==> src/pkg/clk_start_pkg.sv <==
// constants, types and fuse decoders for the clock start-up sequencer
// assumes one 25 MHz clock; fuse bits read 1 when unprogrammed
package clk_start_pkg;
  localparam int unsigned CNT_W = 17;
  localparam logic [7:0] FUSE_OFS = 8'h00;
  localparam logic [7:0] CTRL_OFS = 8'h04;
  localparam logic [7:0] STATUS_OFS = 8'h08;
  localparam logic [6:0] FUSE_RESET = 7'h61;
  localparam int unsigned SEL_LSB = 0;
  localparam int unsigned SUT_LSB = 4;
  localparam int unsigned OPT_BIT = 6;
  localparam int unsigned CTRL_SLEEP_BIT = 0;
  localparam int unsigned CTRL_WAKE_BIT = 1;
  localparam int unsigned CTRL_RESTART_BIT = 2;
  localparam logic FUSE_PROGRAMMED = 1'b0;
  localparam logic [16:0] SRC_258 = 17'h00102;
  localparam logic [16:0] SRC_1K = 17'h00400;
  localparam logic [16:0] SRC_16K = 17'h04000;
  localparam logic [16:0] SRC_32K = 17'h08000;
  localparam logic [16:0] WDT_SHORT = 17'h01000;
  localparam logic [16:0] WDT_LONG = 17'h10000;
  localparam logic [1:0] RESP_OKAY = 2'h0;
  localparam logic [1:0] RESP_DECERR = 2'h3;

  typedef enum logic [2:0] {
    MODE_XTAL = 3'b000, MODE_LFXTAL = 3'b001, MODE_EXT_RC = 3'b010,
    MODE_INT_RC = 3'b011, MODE_EXT_CLK = 3'b100
  } mode_t;
  typedef enum logic [2:0] {
    RANGE_NONE = 3'b000, RANGE_0P4 = 3'b001, RANGE_0P9 = 3'b010,
    RANGE_3P0 = 3'b011, RANGE_1_16 = 3'b100
  } range_t;
  typedef enum logic [2:0] {
    SRC_NONE = 3'b000, SRC_C258 = 3'b001, SRC_C1K = 3'b010,
    SRC_C16K = 3'b011, SRC_C32K = 3'b100
  } src_code_t;
  typedef enum logic [1:0] {WDT_NONE = 2'b00, WDT_S = 2'b01, WDT_L = 2'b10} wdt_code_t;
  typedef enum logic [2:0] {
    ST_LATCH = 3'b000, ST_RESET_WAIT = 3'b001, ST_RUN = 3'b010,
    ST_SLEEP = 3'b011, ST_WAKE_WAIT = 3'b100
  } seq_t;
  typedef struct packed {
    src_code_t src;
    wdt_code_t wdt;
    logic ok;
  } startup_t;

  function automatic mode_t decode_mode(input logic [3:0] sel);
    if (sel >= 4'hA) return MODE_XTAL;
    else if (sel == 4'h9) return MODE_LFXTAL;
    else if (sel >= 4'h5) return MODE_EXT_RC;
    else if (sel >= 4'h1) return MODE_INT_RC;
    else return MODE_EXT_CLK;
  endfunction : decode_mode

  function automatic range_t decode_range(input logic [3:0] sel, input logic opt);
    if (decode_mode(sel) != MODE_XTAL) return RANGE_NONE;
    if (opt == FUSE_PROGRAMMED) return RANGE_1_16;
    case (sel[3:1])
      3'h5: return RANGE_0P4;
      3'h6: return RANGE_0P9;
      default: return RANGE_3P0;
    endcase
  endfunction : decode_range

  function automatic startup_t decode_startup(input logic [3:0] sel, input logic [1:0] startup_time_fuses);
    startup_t r;
    r = '{src: SRC_NONE, wdt: WDT_NONE, ok: 1'b0};
    if (decode_mode(sel) == MODE_XTAL) begin
      r.ok = 1'b1;
      case ({sel[0], startup_time_fuses})
        3'b000: r = '{src: SRC_C258, wdt: WDT_S, ok: 1'b1};
        3'b001: r = '{src: SRC_C258, wdt: WDT_L, ok: 1'b1};
        3'b010: r = '{src: SRC_C1K, wdt: WDT_NONE, ok: 1'b1};
        3'b011: r = '{src: SRC_C1K, wdt: WDT_S, ok: 1'b1};
        3'b100: r = '{src: SRC_C1K, wdt: WDT_L, ok: 1'b1};
        3'b101: r = '{src: SRC_C16K, wdt: WDT_NONE, ok: 1'b1};
        3'b110: r = '{src: SRC_C16K, wdt: WDT_S, ok: 1'b1};
        default: r = '{src: SRC_C16K, wdt: WDT_L, ok: 1'b1};
      endcase
    end else if (decode_mode(sel) == MODE_LFXTAL) begin
      case (startup_time_fuses)
        2'b00: r = '{src: SRC_C1K, wdt: WDT_S, ok: 1'b1};
        2'b01: r = '{src: SRC_C1K, wdt: WDT_L, ok: 1'b1};
        2'b10: r = '{src: SRC_C32K, wdt: WDT_L, ok: 1'b1};
        default: r = '{src: SRC_NONE, wdt: WDT_NONE, ok: 1'b0};
      endcase
    end
    return r;
  endfunction : decode_startup
endpackage : clk_start_pkg

==> src/pkg/count_if.sv <==
// carrier between the sequencer and one edge counter
// assumes both ends share the aclk domain
`timescale 1ns/1ps
`default_nettype none
interface count_if;
  logic start;
  logic [16:0] target;
  logic edge_seen;
  logic done;
  modport ctl (output start, output target, output edge_seen, input done);
  modport cnt (input start, input target, input edge_seen, output done);
endinterface : count_if
`default_nettype wire

==> src/hdl/edge_counter.sv <==
// counts edge pulses up to a target loaded by a start pulse
// assumes edge pulses are already synchronised to aclk
`timescale 1ns/1ps
`default_nettype none
module edge_counter (
  input wire logic aclk,
  input wire logic aresetn,
  count_if.cnt cif
);
  import clk_start_pkg::*;

  typedef struct packed {
    logic [CNT_W-1:0] cnt;
    logic done;
  } cnt_state_t;

  cnt_state_t s_q;
  cnt_state_t s_d;

  always_comb begin
    s_d = s_q;
    if (cif.start) begin
      s_d.cnt = '0;
      s_d.done = (cif.target == '0);
    end else if (!s_q.done && cif.edge_seen) begin
      s_d.cnt = s_q.cnt + 1'b1;
      s_d.done = (s_d.cnt == cif.target);
    end
    if (!aresetn) begin
      s_d.cnt = '0;
      s_d.done = 1'b0;
    end
  end

  always_ff @(posedge aclk) begin
    s_q <= s_d;
  end

  assign cif.done = s_q.done;
endmodule : edge_counter
`default_nettype wire

==> src/hdl/clock_source_startup_select.sv <==
// fuse-driven clock source decode and start-up delay sequencer, AXI4-Lite slave
// assumes watchdog oscillator and selected source arrive as async pins
// How it works
// - four select fuses decode the clock source
// - fuse bit one unprogrammed, zero programmed
// - wake counts selected source cycles before running
// - reset also waits for none, 4096 or 65536 watchdog cycles, counted in parallel with the source cycles
// - factory fuses are select 0001, start-up 10
// - crystal range from select bits and option
// - crystal select bit zero start-up table
// - crystal select bit one start-up table
// - low-frequency crystal table, code 11 reserved
`timescale 1ns/1ps
`default_nettype none
module clock_source_startup_select #(
  parameter logic [16:0] SRC_CNT_258 = clk_start_pkg::SRC_258,
  parameter logic [16:0] SRC_CNT_1K = clk_start_pkg::SRC_1K,
  parameter logic [16:0] SRC_CNT_16K = clk_start_pkg::SRC_16K,
  parameter logic [16:0] SRC_CNT_32K = clk_start_pkg::SRC_32K,
  parameter logic [16:0] WDT_CNT_SHORT = clk_start_pkg::WDT_SHORT,
  parameter logic [16:0] WDT_CNT_LONG = clk_start_pkg::WDT_LONG
) (
  input wire logic aclk,
  input wire logic aresetn,
  input wire logic [7:0] s_axi_awaddr,
  input wire logic s_axi_awvalid,
  output logic s_axi_awready,
  input wire logic [31:0] s_axi_wdata,
  input wire logic [3:0] s_axi_wstrb,
  input wire logic s_axi_wvalid,
  output logic s_axi_wready,
  output logic [1:0] s_axi_bresp,
  output logic s_axi_bvalid,
  input wire logic s_axi_bready,
  input wire logic [7:0] s_axi_araddr,
  input wire logic s_axi_arvalid,
  output logic s_axi_arready,
  output logic [31:0] s_axi_rdata,
  output logic [1:0] s_axi_rresp,
  output logic s_axi_rvalid,
  input wire logic s_axi_rready,
  input wire logic wdt_osc_in,
  input wire logic src_clk_in,
  output logic exec_enable,
  output logic osc_full_swing,
  output clk_start_pkg::range_t crystal_range
);
  import clk_start_pkg::*;

  typedef struct packed {
    logic [6:0] fuse;
    logic swing;
    mode_t mode;
    range_t range;
    logic ok;
    seq_t st;
    logic start;
    logic exec;
    logic [CNT_W-1:0] src_tgt;
    logic [CNT_W-1:0] wdt_tgt;
    logic wdt_m, wdt_s, wdt_p;
    logic src_m, src_s, src_p;
    logic awready, wready, arready, bvalid, rvalid, aw_got, w_got;
    logic [1:0] bresp;
    logic [1:0] rresp;
    logic [7:0] awaddr;
    logic [31:0] wdata;
    logic [3:0] wstrb;
    logic [31:0] rdata;
  } top_state_t;

  top_state_t s_q;
  top_state_t s_d;
  startup_t su;
  count_if src_cif ();
  count_if wdt_cif ();

  function automatic logic [CNT_W-1:0] src_count(input src_code_t c);
    case (c)
      SRC_C258: return SRC_CNT_258;
      SRC_C1K: return SRC_CNT_1K;
      SRC_C16K: return SRC_CNT_16K;
      SRC_C32K: return SRC_CNT_32K;
      default: return '0;
    endcase
  endfunction : src_count

  function automatic logic [CNT_W-1:0] wdt_count(input wdt_code_t c);
    case (c)
      WDT_S: return WDT_CNT_SHORT;
      WDT_L: return WDT_CNT_LONG;
      default: return '0;
    endcase
  endfunction : wdt_count

  assign su = decode_startup(s_q.fuse[SEL_LSB+:4], s_q.fuse[SUT_LSB+:2]);

  always_comb begin
    s_d = s_q;
    // pin synchronisers, third stage only for edge detection
    s_d.wdt_m = wdt_osc_in;
    s_d.wdt_s = s_q.wdt_m;
    s_d.wdt_p = s_q.wdt_s;
    s_d.src_m = src_clk_in;
    s_d.src_s = s_q.src_m;
    s_d.src_p = s_q.src_s;
    s_d.start = 1'b0;
    case (s_q.st)
      ST_LATCH: begin
        s_d.swing = (s_q.fuse[OPT_BIT] == FUSE_PROGRAMMED);
        s_d.mode = decode_mode(s_q.fuse[SEL_LSB+:4]);
        s_d.range = decode_range(s_q.fuse[SEL_LSB+:4], s_q.fuse[OPT_BIT]);
        s_d.ok = su.ok;
        s_d.src_tgt = src_count(su.src);
        s_d.wdt_tgt = wdt_count(su.wdt);
        s_d.start = 1'b1;
        s_d.st = ST_RESET_WAIT;
      end
      ST_RESET_WAIT: begin
        if (!s_q.start && src_cif.done && wdt_cif.done) begin
          s_d.exec = 1'b1;
          s_d.st = ST_RUN;
        end
      end
      ST_WAKE_WAIT: begin
        if (!s_q.start && src_cif.done) begin
          s_d.exec = 1'b1;
          s_d.st = ST_RUN;
        end
      end
      ST_RUN, ST_SLEEP: ;
      default: s_d.st = ST_LATCH;
    endcase
    // write channel: address and data taken in either order
    if (s_q.awready && s_axi_awvalid) begin
      s_d.awready = 1'b0;
      s_d.aw_got = 1'b1;
      s_d.awaddr = s_axi_awaddr;
    end
    if (s_q.wready && s_axi_wvalid) begin
      s_d.wready = 1'b0;
      s_d.w_got = 1'b1;
      s_d.wdata = s_axi_wdata;
      s_d.wstrb = s_axi_wstrb;
    end
    if (s_q.aw_got && s_q.w_got) begin
      s_d.aw_got = 1'b0;
      s_d.w_got = 1'b0;
      s_d.bvalid = 1'b1;
      s_d.bresp = RESP_OKAY;
      case ({s_q.awaddr[7:2], 2'b00})
        FUSE_OFS: if (s_q.wstrb[0]) s_d.fuse = s_q.wdata[6:0];
        CTRL_OFS: begin
          if (s_q.wstrb[0] && s_q.wdata[CTRL_SLEEP_BIT] && s_q.st == ST_RUN) begin
            s_d.exec = 1'b0;
            s_d.st = ST_SLEEP;
          end else if (s_q.wstrb[0] && s_q.wdata[CTRL_WAKE_BIT] && s_q.st == ST_SLEEP) begin
            s_d.src_tgt = src_count(su.src);
            s_d.wdt_tgt = '0;
            s_d.start = 1'b1;
            s_d.st = ST_WAKE_WAIT;
          end else if (s_q.wstrb[0] && s_q.wdata[CTRL_RESTART_BIT]) begin
            // soft restart: relatch the stored fuses and rerun both reset delays
            s_d.exec = 1'b0;
            s_d.st = ST_LATCH;
          end
        end
        STATUS_OFS: ;
        default: s_d.bresp = RESP_DECERR;
      endcase
    end
    if (s_q.bvalid && s_axi_bready) begin
      s_d.bvalid = 1'b0;
      s_d.awready = 1'b1;
      s_d.wready = 1'b1;
    end
    if (s_q.arready && s_axi_arvalid) begin
      s_d.arready = 1'b0;
      s_d.rvalid = 1'b1;
      s_d.rresp = RESP_OKAY;
      case ({s_axi_araddr[7:2], 2'b00})
        FUSE_OFS: s_d.rdata = {25'h0, s_q.fuse};
        CTRL_OFS: s_d.rdata = 32'h00000000;
        STATUS_OFS: s_d.rdata = {20'h00000, !s_q.ok, s_q.swing,
                                 s_q.range, s_q.mode, s_q.st, s_q.exec};
        default: begin
          s_d.rdata = 32'h00000000;
          s_d.rresp = RESP_DECERR;
        end
      endcase
    end
    if (s_q.rvalid && s_axi_rready) begin
      s_d.rvalid = 1'b0;
      s_d.arready = 1'b1;
    end
    if (!aresetn) begin
      s_d = '0;
      s_d.fuse = FUSE_RESET;
      s_d.st = ST_LATCH;
      s_d.awready = 1'b1;
      s_d.wready = 1'b1;
      s_d.arready = 1'b1;
    end
  end

  always_ff @(posedge aclk) begin
    s_q <= s_d;
  end

  assign src_cif.start = s_q.start;
  assign src_cif.target = s_q.src_tgt;
  assign src_cif.edge_seen = s_q.src_s & ~s_q.src_p;
  assign wdt_cif.start = s_q.start;
  assign wdt_cif.target = s_q.wdt_tgt;
  assign wdt_cif.edge_seen = s_q.wdt_s & ~s_q.wdt_p;

  edge_counter u_src_cnt (.aclk(aclk), .aresetn(aresetn), .cif(src_cif));
  edge_counter u_wdt_cnt (.aclk(aclk), .aresetn(aresetn), .cif(wdt_cif));

  assign s_axi_awready = s_q.awready;
  assign s_axi_wready = s_q.wready;
  assign s_axi_bvalid = s_q.bvalid;
  assign s_axi_bresp = s_q.bresp;
  assign s_axi_arready = s_q.arready;
  assign s_axi_rvalid = s_q.rvalid;
  assign s_axi_rdata = s_q.rdata;
  assign s_axi_rresp = s_q.rresp;
  assign exec_enable = s_q.exec;
  assign osc_full_swing = s_q.swing;
  assign crystal_range = s_q.range;
endmodule : clock_source_startup_select
`default_nettype wire

==> config.mk <==
export PLATFORM = sky130hd
export DESIGN_NAME = clock_source_startup_select
export DESIGN_NICKNAME = d
export VERILOG_FILES = /design/src/pkg/clk_start_pkg.sv /design/src/pkg/count_if.sv /design/src/hdl/edge_counter.sv /design/src/hdl/clock_source_startup_select.sv
export SDC_FILE = /design/constraint.sdc
export NUM_CORES = 1
export LEC_CHECK = 0
export BUFFER_PORTS_ARGS = -buffer_cell sky130_fd_sc_hd__buf_2
export CORE_AREA = 3 3 156 158
export DETAILED_ROUTE_END_ITERATION = 10
export DIE_AREA = 0 0 159 161
export PLACE_DENSITY = 0.47
export SLEW_MARGIN = 20
export SYNTH_ARGS = -nofsm -noshare
export SYNTH_HDL_FRONTEND = slang
export SYNTH_SLANG_ARGS = --single-unit
==> constraint.sdc <==
create_clock -name aclk -period 2 [get_ports aclk]
set_clock_uncertainty 0.05 [all_clocks]
set_input_delay 0.3 -clock aclk [delete_from_list [all_inputs] [get_ports aclk]]
set_output_delay 0.3 -clock aclk [all_outputs]
set_load 0.01 [all_outputs]
Word level (Yosys, flattened, before mapping):

Index checks and enable logic that the tools add are counted.

* logic and storage cells: 159
* output and inout bits: 46
* register bits: 155

* mux-type cells: 49
* equal/unequal tests: 28
* $add $sub $neg: 2
* $lt $le $gt $ge: 3
* reductions and logical operators: 38
* bitwise gates (word level): 6

Operators with widths (number)
* two-way mux 34 bit: 3
* two-way mux 39 bit: 2
* one-hot mux 16 bit (4 select lines): 1
* two-way mux 3 bit: 15
* one-hot mux 5 bit (7 select lines): 1
* adder 17 x 1 -> 17 bit, second input constant: 2
* == test 17 bit: 2
* logical NOT 17 bit: 2
* one-hot mux 17 bit (2 select lines): 1
* one-hot mux 12 bit (2 select lines): 1
* == test 3 bit, second input constant: 7
* == test 3 x 2 -> 1 bit, second input constant: 6
* one-hot mux 6 bit (3 select lines): 1
* two-way mux 1 bit: 17
* logical AND 1 bit: 15
* == test 3 x 1 -> 1 bit, second input constant: 4
* == test 6 x 1 -> 1 bit, second input constant: 2
* == test 6 x 2 -> 1 bit, second input constant: 2
* logical NOT 6 bit: 2
* two-way mux 6 bit: 2
* one-hot mux 3 bit (4 select lines): 1
* OR reduction 2 bit: 5
* logical NOT 3 bit: 3
* OR reduction 3 bit: 2
* 16 further kinds: 27

Longest topological paths before layout:

Gate-level depths: netlist of run 1.

* depth in word-level cells: 17
* gate-level depth with buffers: 8
* mapped depth without buffers: 8

Hierarchy:

A second synthesis of run 1 with hierarchy kept.

* cells, all modules: 796
* area, all modules: 6657.6 um^2

Modules (own cells, without submodules)
* clock_source_startup_select: area an instance 3906.2 um^2, cells an instance 437, instances 1
* edge_counter (u_src_cnt): area an instance 1405.1 um^2, cells an instance 185, instances 1
* edge_counter (u_wdt_cnt): area an instance 1346.3 um^2, cells an instance 174, instances 1

Worst setup path after synthesis of run 1:

Ideal clock, no wire load.

* path kind: reg2reg
* start: register s_q[72] (netlist name)
* end: register s_q, in the netlist src_cif.target[15]
* buffers on the path: 1
* cell stages (with the launch flop): 8
* slack: -0.132 ns
* setup time: 0.065 ns
* data arrival time: 2.017 ns
* data required time: 1.885 ns
* path through: dfxtp_1 > or4_4 > or4_4 > and2_4 > buf_6 > nor4_2 > a21oi_1 > nor2b_1

* word-level cells in the longest chain between the ends: 3

RTL lines
* start, declared: line clock_source_startup_select.sv:72 `top_state_t s_q;`
* start signal, assigned: line clock_source_startup_select.sv:207 `s_q <= s_d;`
* == test 6 x 1 -> 1 bit: line clock_source_startup_select.sv:151 `case ({s_q.awaddr[7:2], 2'b00})`
* two-way mux 39 bit: line clock_source_startup_select.sv:151
* two-way mux 39 bit: line clock_source_startup_select.sv:146 `if (s_q.aw_got && s_q.w_got) begin`

Every way passes these cells.
A chain may end at the register's enable or synchronous reset.

Worst setup path in the final report of run 1:

* start: register s_q[72] (netlist name)
* end: register s_q[146] (netlist name)

* word-level cells in the longest chain between the ends: 2

RTL lines (line)
* logical NOT 6 bit: clock_source_startup_select.sv:151
* AND reduction 3 bit (no source line)

Every way passes these cells.

==> results.json, run 1 <==
{
  "grt_pass1_wl_microns": 26800,
  "htree_levels": 4,
  "drt_iter0_markers": 289,
  "drive_above_1_share": 0.230,
  "die_w_microns": 159,
  "grt_max_degree": 38,
  "rr_worst_depth": 5,
  "crit_required_ns": 2.24,
  "drcViolationCount": 0,
  "synth-seq-cells": 131,
  "cts_tree": "done",
  "cp-end-kind": "register",
  "viasPerCell": 4.64,
  "antenna_found_initial": 0,
  "drv_cap": 0,
  "hold_path.class": "in2reg",
  "fin_crit_sh": 1.05,
  "n_fill_cell": 2466,
  "tightest_slew_ns": 0.566,
  "initial_core_util": 0.288,
  "async_flop_share": 0,
  "r2r_start": "s_q[72]",
  "clkSinkCount": 131,
  "power.leakage_nw": 3.25,
  "grt_pass1_vias": 5198,
  "gp_congestion": 0.814,
  "grt_overflow_total": 0,
  "crit_path_start": "s_q[72]",
  "drt-total-wl_microns": 16500,
  "fp.coreArea_sq_um": 23300,
  "holdWs_ns": 0.0380,
  "path_clk_slew_ns": 0.06,
  "synth-main-ff-cell": "dfxtp_1",
  "firstDrtPassIters": 7,
  "dr_total_vias": 5592,
  "routedWlPerCell_microns": 13.7,
  "holdPathEnd": "s_q[89]",
  "antenna_cells": 0,
  "crit_type": "reg2reg",
  "syn_inst": 801,
  "start_kind": "register",
  "setup_slack_ns": -0.102,
  "avgSynthCellArea_sq_um": 8.35,
  "portBuffers": 54,
  "violations": "negative setup slack",
  "rsz0062_at_grt": "true",
  "instances_no_fill": 1205,
  "syn_area_sq_um": 6690,
  "clk-insertion-delay-late_ns": 0.41,
  "slew-limit-headroom": 0.619,
  "synth_cell_types": 59,
  "yosysSeqAreaShare": 0.392,
  "max-clock-path-buffers": 2,
  "arrival_ns": 2.35,
  "ir_drop_mv": 0.433,
  "period_needed_ns": 2.10,
  "dp_hpwl_microns": 11800,
  "crit_path_max_incr_delay_ns": 0.58,
  "ff2ff_setup_slack_ns": -0.10,
  "hp-start": "src_clk_in",
  "ant_nets": 0,
  "cellPowerDensity_nw_per_um2": 734,
  "root_buffer": "clkbuf_16",
  "finalHoldViolCount": 0,
  "grtUsageTotal": 0.127,
  "worstPathMaxFanout": 7,
  "place_ws_ns": -0.168,
  "nets": 942,
  "cts_setup_buffers": 0,
  "crit_buf_inv": 0,
  "postCtsHoldBufs": 0,
  "worst_path_max_delay_cell": "or4b_4",
  "cts_buffers": 17,
  "num_rows": 56,
  "synth-warning-count": 0,
  "status": "complete, but fails checks",
  "critPathTopFamily": "simple AND/OR/NAND/NOR gates",
  "dieArea_sq_um": 25600,
  "reg2reg_to": "s_q[146]",
  "worstHoldPathCells": 2,
  "synth-edff-count": 0,
  "io_pins": 107,
  "setup_viol": 29,
  "syn2layout_area_growth_pct": 24.0,
  "die_y_microns": 161,
  "max_freq_mhz": 476,
  "dp_cells": 1171,
  "crit_path_cell_trace": "or4_4 -> or2_1 -> or4b_4 -> mux2i_1 -> nand2_1",
  "slew_violations": 0
}
worst register-to-register path: stages (launching register included):
cell and delay, ns:
dfxtp_2 0.32, or4_4 0.54, or2_1 0.24, or4b_4 0.58, mux2i_1 0.19, nand2_1 0.06
placed cells by master (no fill, tap or decap), types with 15 or more instances in the layout:
master	instances
and3_4	17
clkbuf_16	18
and3_1	15
buf_2	55
conb_1	20
mux2i_1	20
xnor2_1	36
nor2b_1	17
o21ai_0	33
xor2_1	32
buf_4	63
a21oi_1	26
nand3_1	39
nand2_1	78
and2_1	21
nor3_1	19
nor2_1	56
a21boi_0	19
dfxtp_1	129
metal layers:
metal	global-route usage	wire, microns	vias to the layer above
met1	0.175	8340	2612
met5	0	0	-
met2	0.200	7450	89
li1	-	-	2880
met4	0.0326	125	0
met3	0.0300	564	11
cells by family after synthesis:
family                   after synthesis  share of synthesized area
AND/OR/NAND/NOR                      349                      0.275
flip-flops                           131                      0.392
AO/OA/AOI/OAI                        124                      0.119
buffers and inverters                 99                     0.0789
XOR/XNOR                              70                     0.0917
multiplexers                          20                     0.0299
adder cells (fa/ha/maj)                7                     0.0131
other                                  1                   0.000561
metrics by stage:
step | cell area [sq um] | TNS (ns) | util | total power, mW
after floorplan | 6770 | -0.151 | - | 2.98
after global placement | 7440 | -0.912 | 0.320 | 3.07
after detailed placement | 7440 | -1.10 | 0.320 | 3.07
after CTS | 8050 | -0.833 | 0.346 | 6.16
after global routing | 8300 | -2.50 | 0.357 | 6.34
final | 8300 | -0.856 | 0.357 | 6.09
worst max path at each step:
stage | cells past startpoint | slack (ns) | to
after global routing | 5 | -0.19 | s_q[145]
after CTS | 6 | -0.13 | s_q[146]
after detailed placement | 6 | -0.17 | s_q[146]
after floorplan | 6 | -0.03 | s_q[140]
final | 5 | -0.10 | s_q[146]
after global placement | 6 | -0.15 | s_q[145]
layout make-up:
type / count / area (sq um) / share of cell area
multi-input cells: 591 / 3830 / 0.462
repair buffers: 123 / 822 / 0.0991
clock buffers: 19 / 443 / 0.0534
clock inverters: 12 / 134 / 0.0161
inverters: 10 / 37.5 / 0.00452
flip-flops and latches: 131 / 2630 / 0.316
well taps: 319 / 399 / 0.0481
sequential cells by signal (all words and copies together), names as in the netlist:
register and count:
s_axi_bvalid 1, s_axi_rresp 1, osc_full_swing 1, src_cif.start 1
crystal_range 3, s_q 36, wdt_cif.target 17, exec_enable 1
u_wdt_cnt.s_q 17, s_axi_arready 1, s_axi_bresp 1, s_axi_awready 1
u_src_cnt.s_q 17, u_src_cnt.cif.done 1, s_axi_rdata 12, u_wdt_cnt.cif.done 1
s_axi_rvalid 1, src_cif.target 17, s_axi_wready 1
timing repair:
action | in CTS | in global routing
cloned | 1 | 3
resized for setup | 7 | 53
pin swaps | 1 | 6
setup endpoints to repair | 14 | 43
report_power, final:
part | switching (mW) | internal, mW
clock | 1.19 | 1.86
combinational | 0.201 | 0.142
sequential | 0.0407 | 2.66
total | 1.43 | 4.66
cells in the mapped netlist (6+ instances only):
library cell	n	area, sq um
a21boi_0	22	165
xnor2_1	38	333
nand2b_1	7	43.8
nor4_1	14	87.6
a21oi_1	27	135
buf_4	39	293
clkbuf_1	47	176
mux2i_1	20	200
nor2_1	57	214
nand2_1	80	300
inv_1	10	37.5
nand4_1	14	87.6
dfxtp_1	131	2620
o2111ai_1	6	52.6
nor3b_1	7	52.6
xor2_1	32	280
nor2b_1	17	106
or3_1	11	68.8
ha_1	7	87.6
nor3_1	22	110
o21ai_0	36	180
nand3_1	41	205
and3_1	32	200
and2_1	21	131
Power figures use the tool's default switching activity.
==> run 2, diff against run 1 <==
--- a/config.mk
+++ b/config.mk
@@ -6,9 +6,9 @@
 export NUM_CORES = 1
 export LEC_CHECK = 0
 export BUFFER_PORTS_ARGS = -buffer_cell sky130_fd_sc_hd__buf_2
-export CORE_AREA = 3 3 156 158
+export CORE_AREA = 3 3 186 134
 export DETAILED_ROUTE_END_ITERATION = 10
-export DIE_AREA = 0 0 159 161
+export DIE_AREA = 0 0 189 137
 export PLACE_DENSITY = 0.47
 export SLEW_MARGIN = 20
 export SYNTH_ARGS = -nofsm -noshare
==> results.json, run 2 (synthesis results as in run 1) <==
{
  "crit_required_ns": 2.24,
  "grt_overflow_total": 0,
  "gp_congestion": 0.811,
  "cellPowerDensity_nw_per_um2": 743,
  "drv_cap": 0,
  "power.leakage_nw": 3.29,
  "reg2reg_to": "s_q[140]",
  "portBuffers": 54,
  "ir_drop_mv": 0.581,
  "drt_iter0_markers": 294,
  "routedWlPerCell_microns": 14.0,
  "final_cell_mix": "dfxtp_1 (128), nand2_1 (79), buf_4 (67)",
  "dr_total_vias": 5529,
  "hp-start": "src_clk_in",
  "num_rows": 47,
  "violations": "negative setup slack",
  "holdWs_ns": 0.0375,
  "initial_core_util": 0.287,
  "cp-end-kind": "register",
  "fin_crit_sh": 1.05,
  "nets": 944,
  "instances_no_fill": 1207,
  "arrival_ns": 2.34,
  "grtUsageTotal": 0.130,
  "path_clk_slew_ns": 0.06,
  "largest-register": "s_q",
  "slew-limit-headroom": 0.667,
  "grt_pass1_wl_microns": 26900,
  "cts_buffers": 17,
  "cts_tree": "done",
  "dieArea_sq_um": 25900,
  "drt-total-wl_microns": 16900,
  "finalHoldViolCount": 0,
  "r2r_start": "s_q[72]",
  "io_pins": 107,
  "crit_type": "reg2reg",
  "antenna_cells": 0,
  "drive_above_1_share": 0.209,
  "worstHoldPathCells": 2,
  "rsz0062_at_grt": "true",
  "period_needed_ns": 2.11,
  "setup_viol": 24,
  "n_fill_cell": 2464,
  "holdPathEnd": "s_q[89]",
  "die_y_microns": 137,
  "start_kind": "register",
  "grt_pass1_vias": 4888,
  "hold_path.class": "in2reg",
  "clkSinkCount": 131,
  "rr_worst_depth": 5,
  "grt_max_degree": 57,
  "fp.coreArea_sq_um": 23300,
  "root_buffer": "clkbuf_16",
  "ant_nets": 0,
  "tightest_slew_ns": 0.493,
  "die_w_microns": 189,
  "max_freq_mhz": 475,
  "largest_register_ffs": 36,
  "setup_slack_ns": -0.106,
  "viasPerCell": 4.58,
  "max-clock-path-buffers": 2,
  "ff2ff_setup_slack_ns": -0.11,
  "layout_commonest_cell": "dfxtp_1",
  "status": "complete, but fails checks",
  "dp_hpwl_microns": 12300,
  "dp_cells": 1171,
  "firstDrtPassIters": 4,
  "htree_levels": 4,
  "place_ws_ns": -0.116,
  "syn2layout_area_growth_pct": 22.2,
  "worstPathMaxFanout": 7,
  "antenna_found_initial": 0,
  "clk-insertion-delay-late_ns": 0.42,
  "drcViolationCount": 0,
  "slew_violations": 0
}
## run 2: cell count changes in the layout (fill, tap and decap cells not counted), moves of 3 or more
| cell | before | now |
|---|---|---|
| inv_6 | 1 | 6 |
| buf_4 | 63 | 67 |
| nor2_2 | 0 | 3 |
| a21boi_0 | 19 | 22 |
| and3_1 | 15 | 32 |
| buf_6 | 3 | 0 |
| and3_4 | 17 | 0 |
## run 2: stage by stage
step | total power, mW | TNS, ns | utilization | area, sq um
finish | 6.08 | -0.867 | 0.350 | 8170
detailed placement | 3.08 | -0.802 | 0.319 | 7450
global route | 6.33 | -2.31 | 0.350 | 8170
floorplan | 2.98 | -0.151 | - | 6770
global placement | 3.08 | -0.600 | 0.319 | 7450
CTS | 6.14 | -0.708 | 0.345 | 8060
## run 2: worst max-delay path by stage
stage                     cells after the start  endpoint  slack [ns]     from
final                                         5  s_q[140]       -0.11  s_q[72]
after global routing                          5  s_q[145]       -0.16  s_q[72]
after floorplan                               6  s_q[140]       -0.03  s_q[72]
after detailed placement                      6  s_q[146]       -0.12  s_q[72]
after global placement                        6  s_q[140]       -0.12  s_q[72]
after CTS                                     6  s_q[146]       -0.11  s_q[72]
## run 2: where the power goes
| part | leakage [nW] | internal (mW) | switching (mW) |
|---|---|---|---|
| clock network | 0.274 | 1.74 | 1.29 |
| registers | 1.06 | 2.66 | 0.0418 |
| logic | 1.95 | 0.146 | 0.197 |
| total | 3.29 | 4.55 | 1.53 |
## run 2: cell type report
type,count,area (sq um),area share
multi-input combinational,591,3680,0.451
sequential,131,2630,0.321
timing repair buffer,125,853,0.104
clock buffer,17,425,0.0521
tap,318,398,0.0487
clock inverter,15,148,0.0181
inverter,10,37.5,0.00459
## run 2: timing repair
item / in CTS / in global routing
cloned: 1 / 2
setup endpoints to repair: 22 / 48
pin swaps: 0 / 6
resized for setup: 4 / 22
buffers inserted: 2 / 0
hold buffers: 0 / 0
## run 2: routing by layer
layer	track usage	up-vias	share of wire
met4	0.0260	0	0.0041
li1	-	2892	-
met5	0	-	0
met1	0.217	2551	0.58
met3	0.0297	8	0.040
met2	0.162	78	0.37
## run 2: worst max-delay path, stage by stage, from the launching register on
cell and delay (ns):
dfxtp_1 0.31, or4_4 0.54, or2_1 0.26, or4b_4 0.58
mux2i_1 0.18, nand2_1 0.06
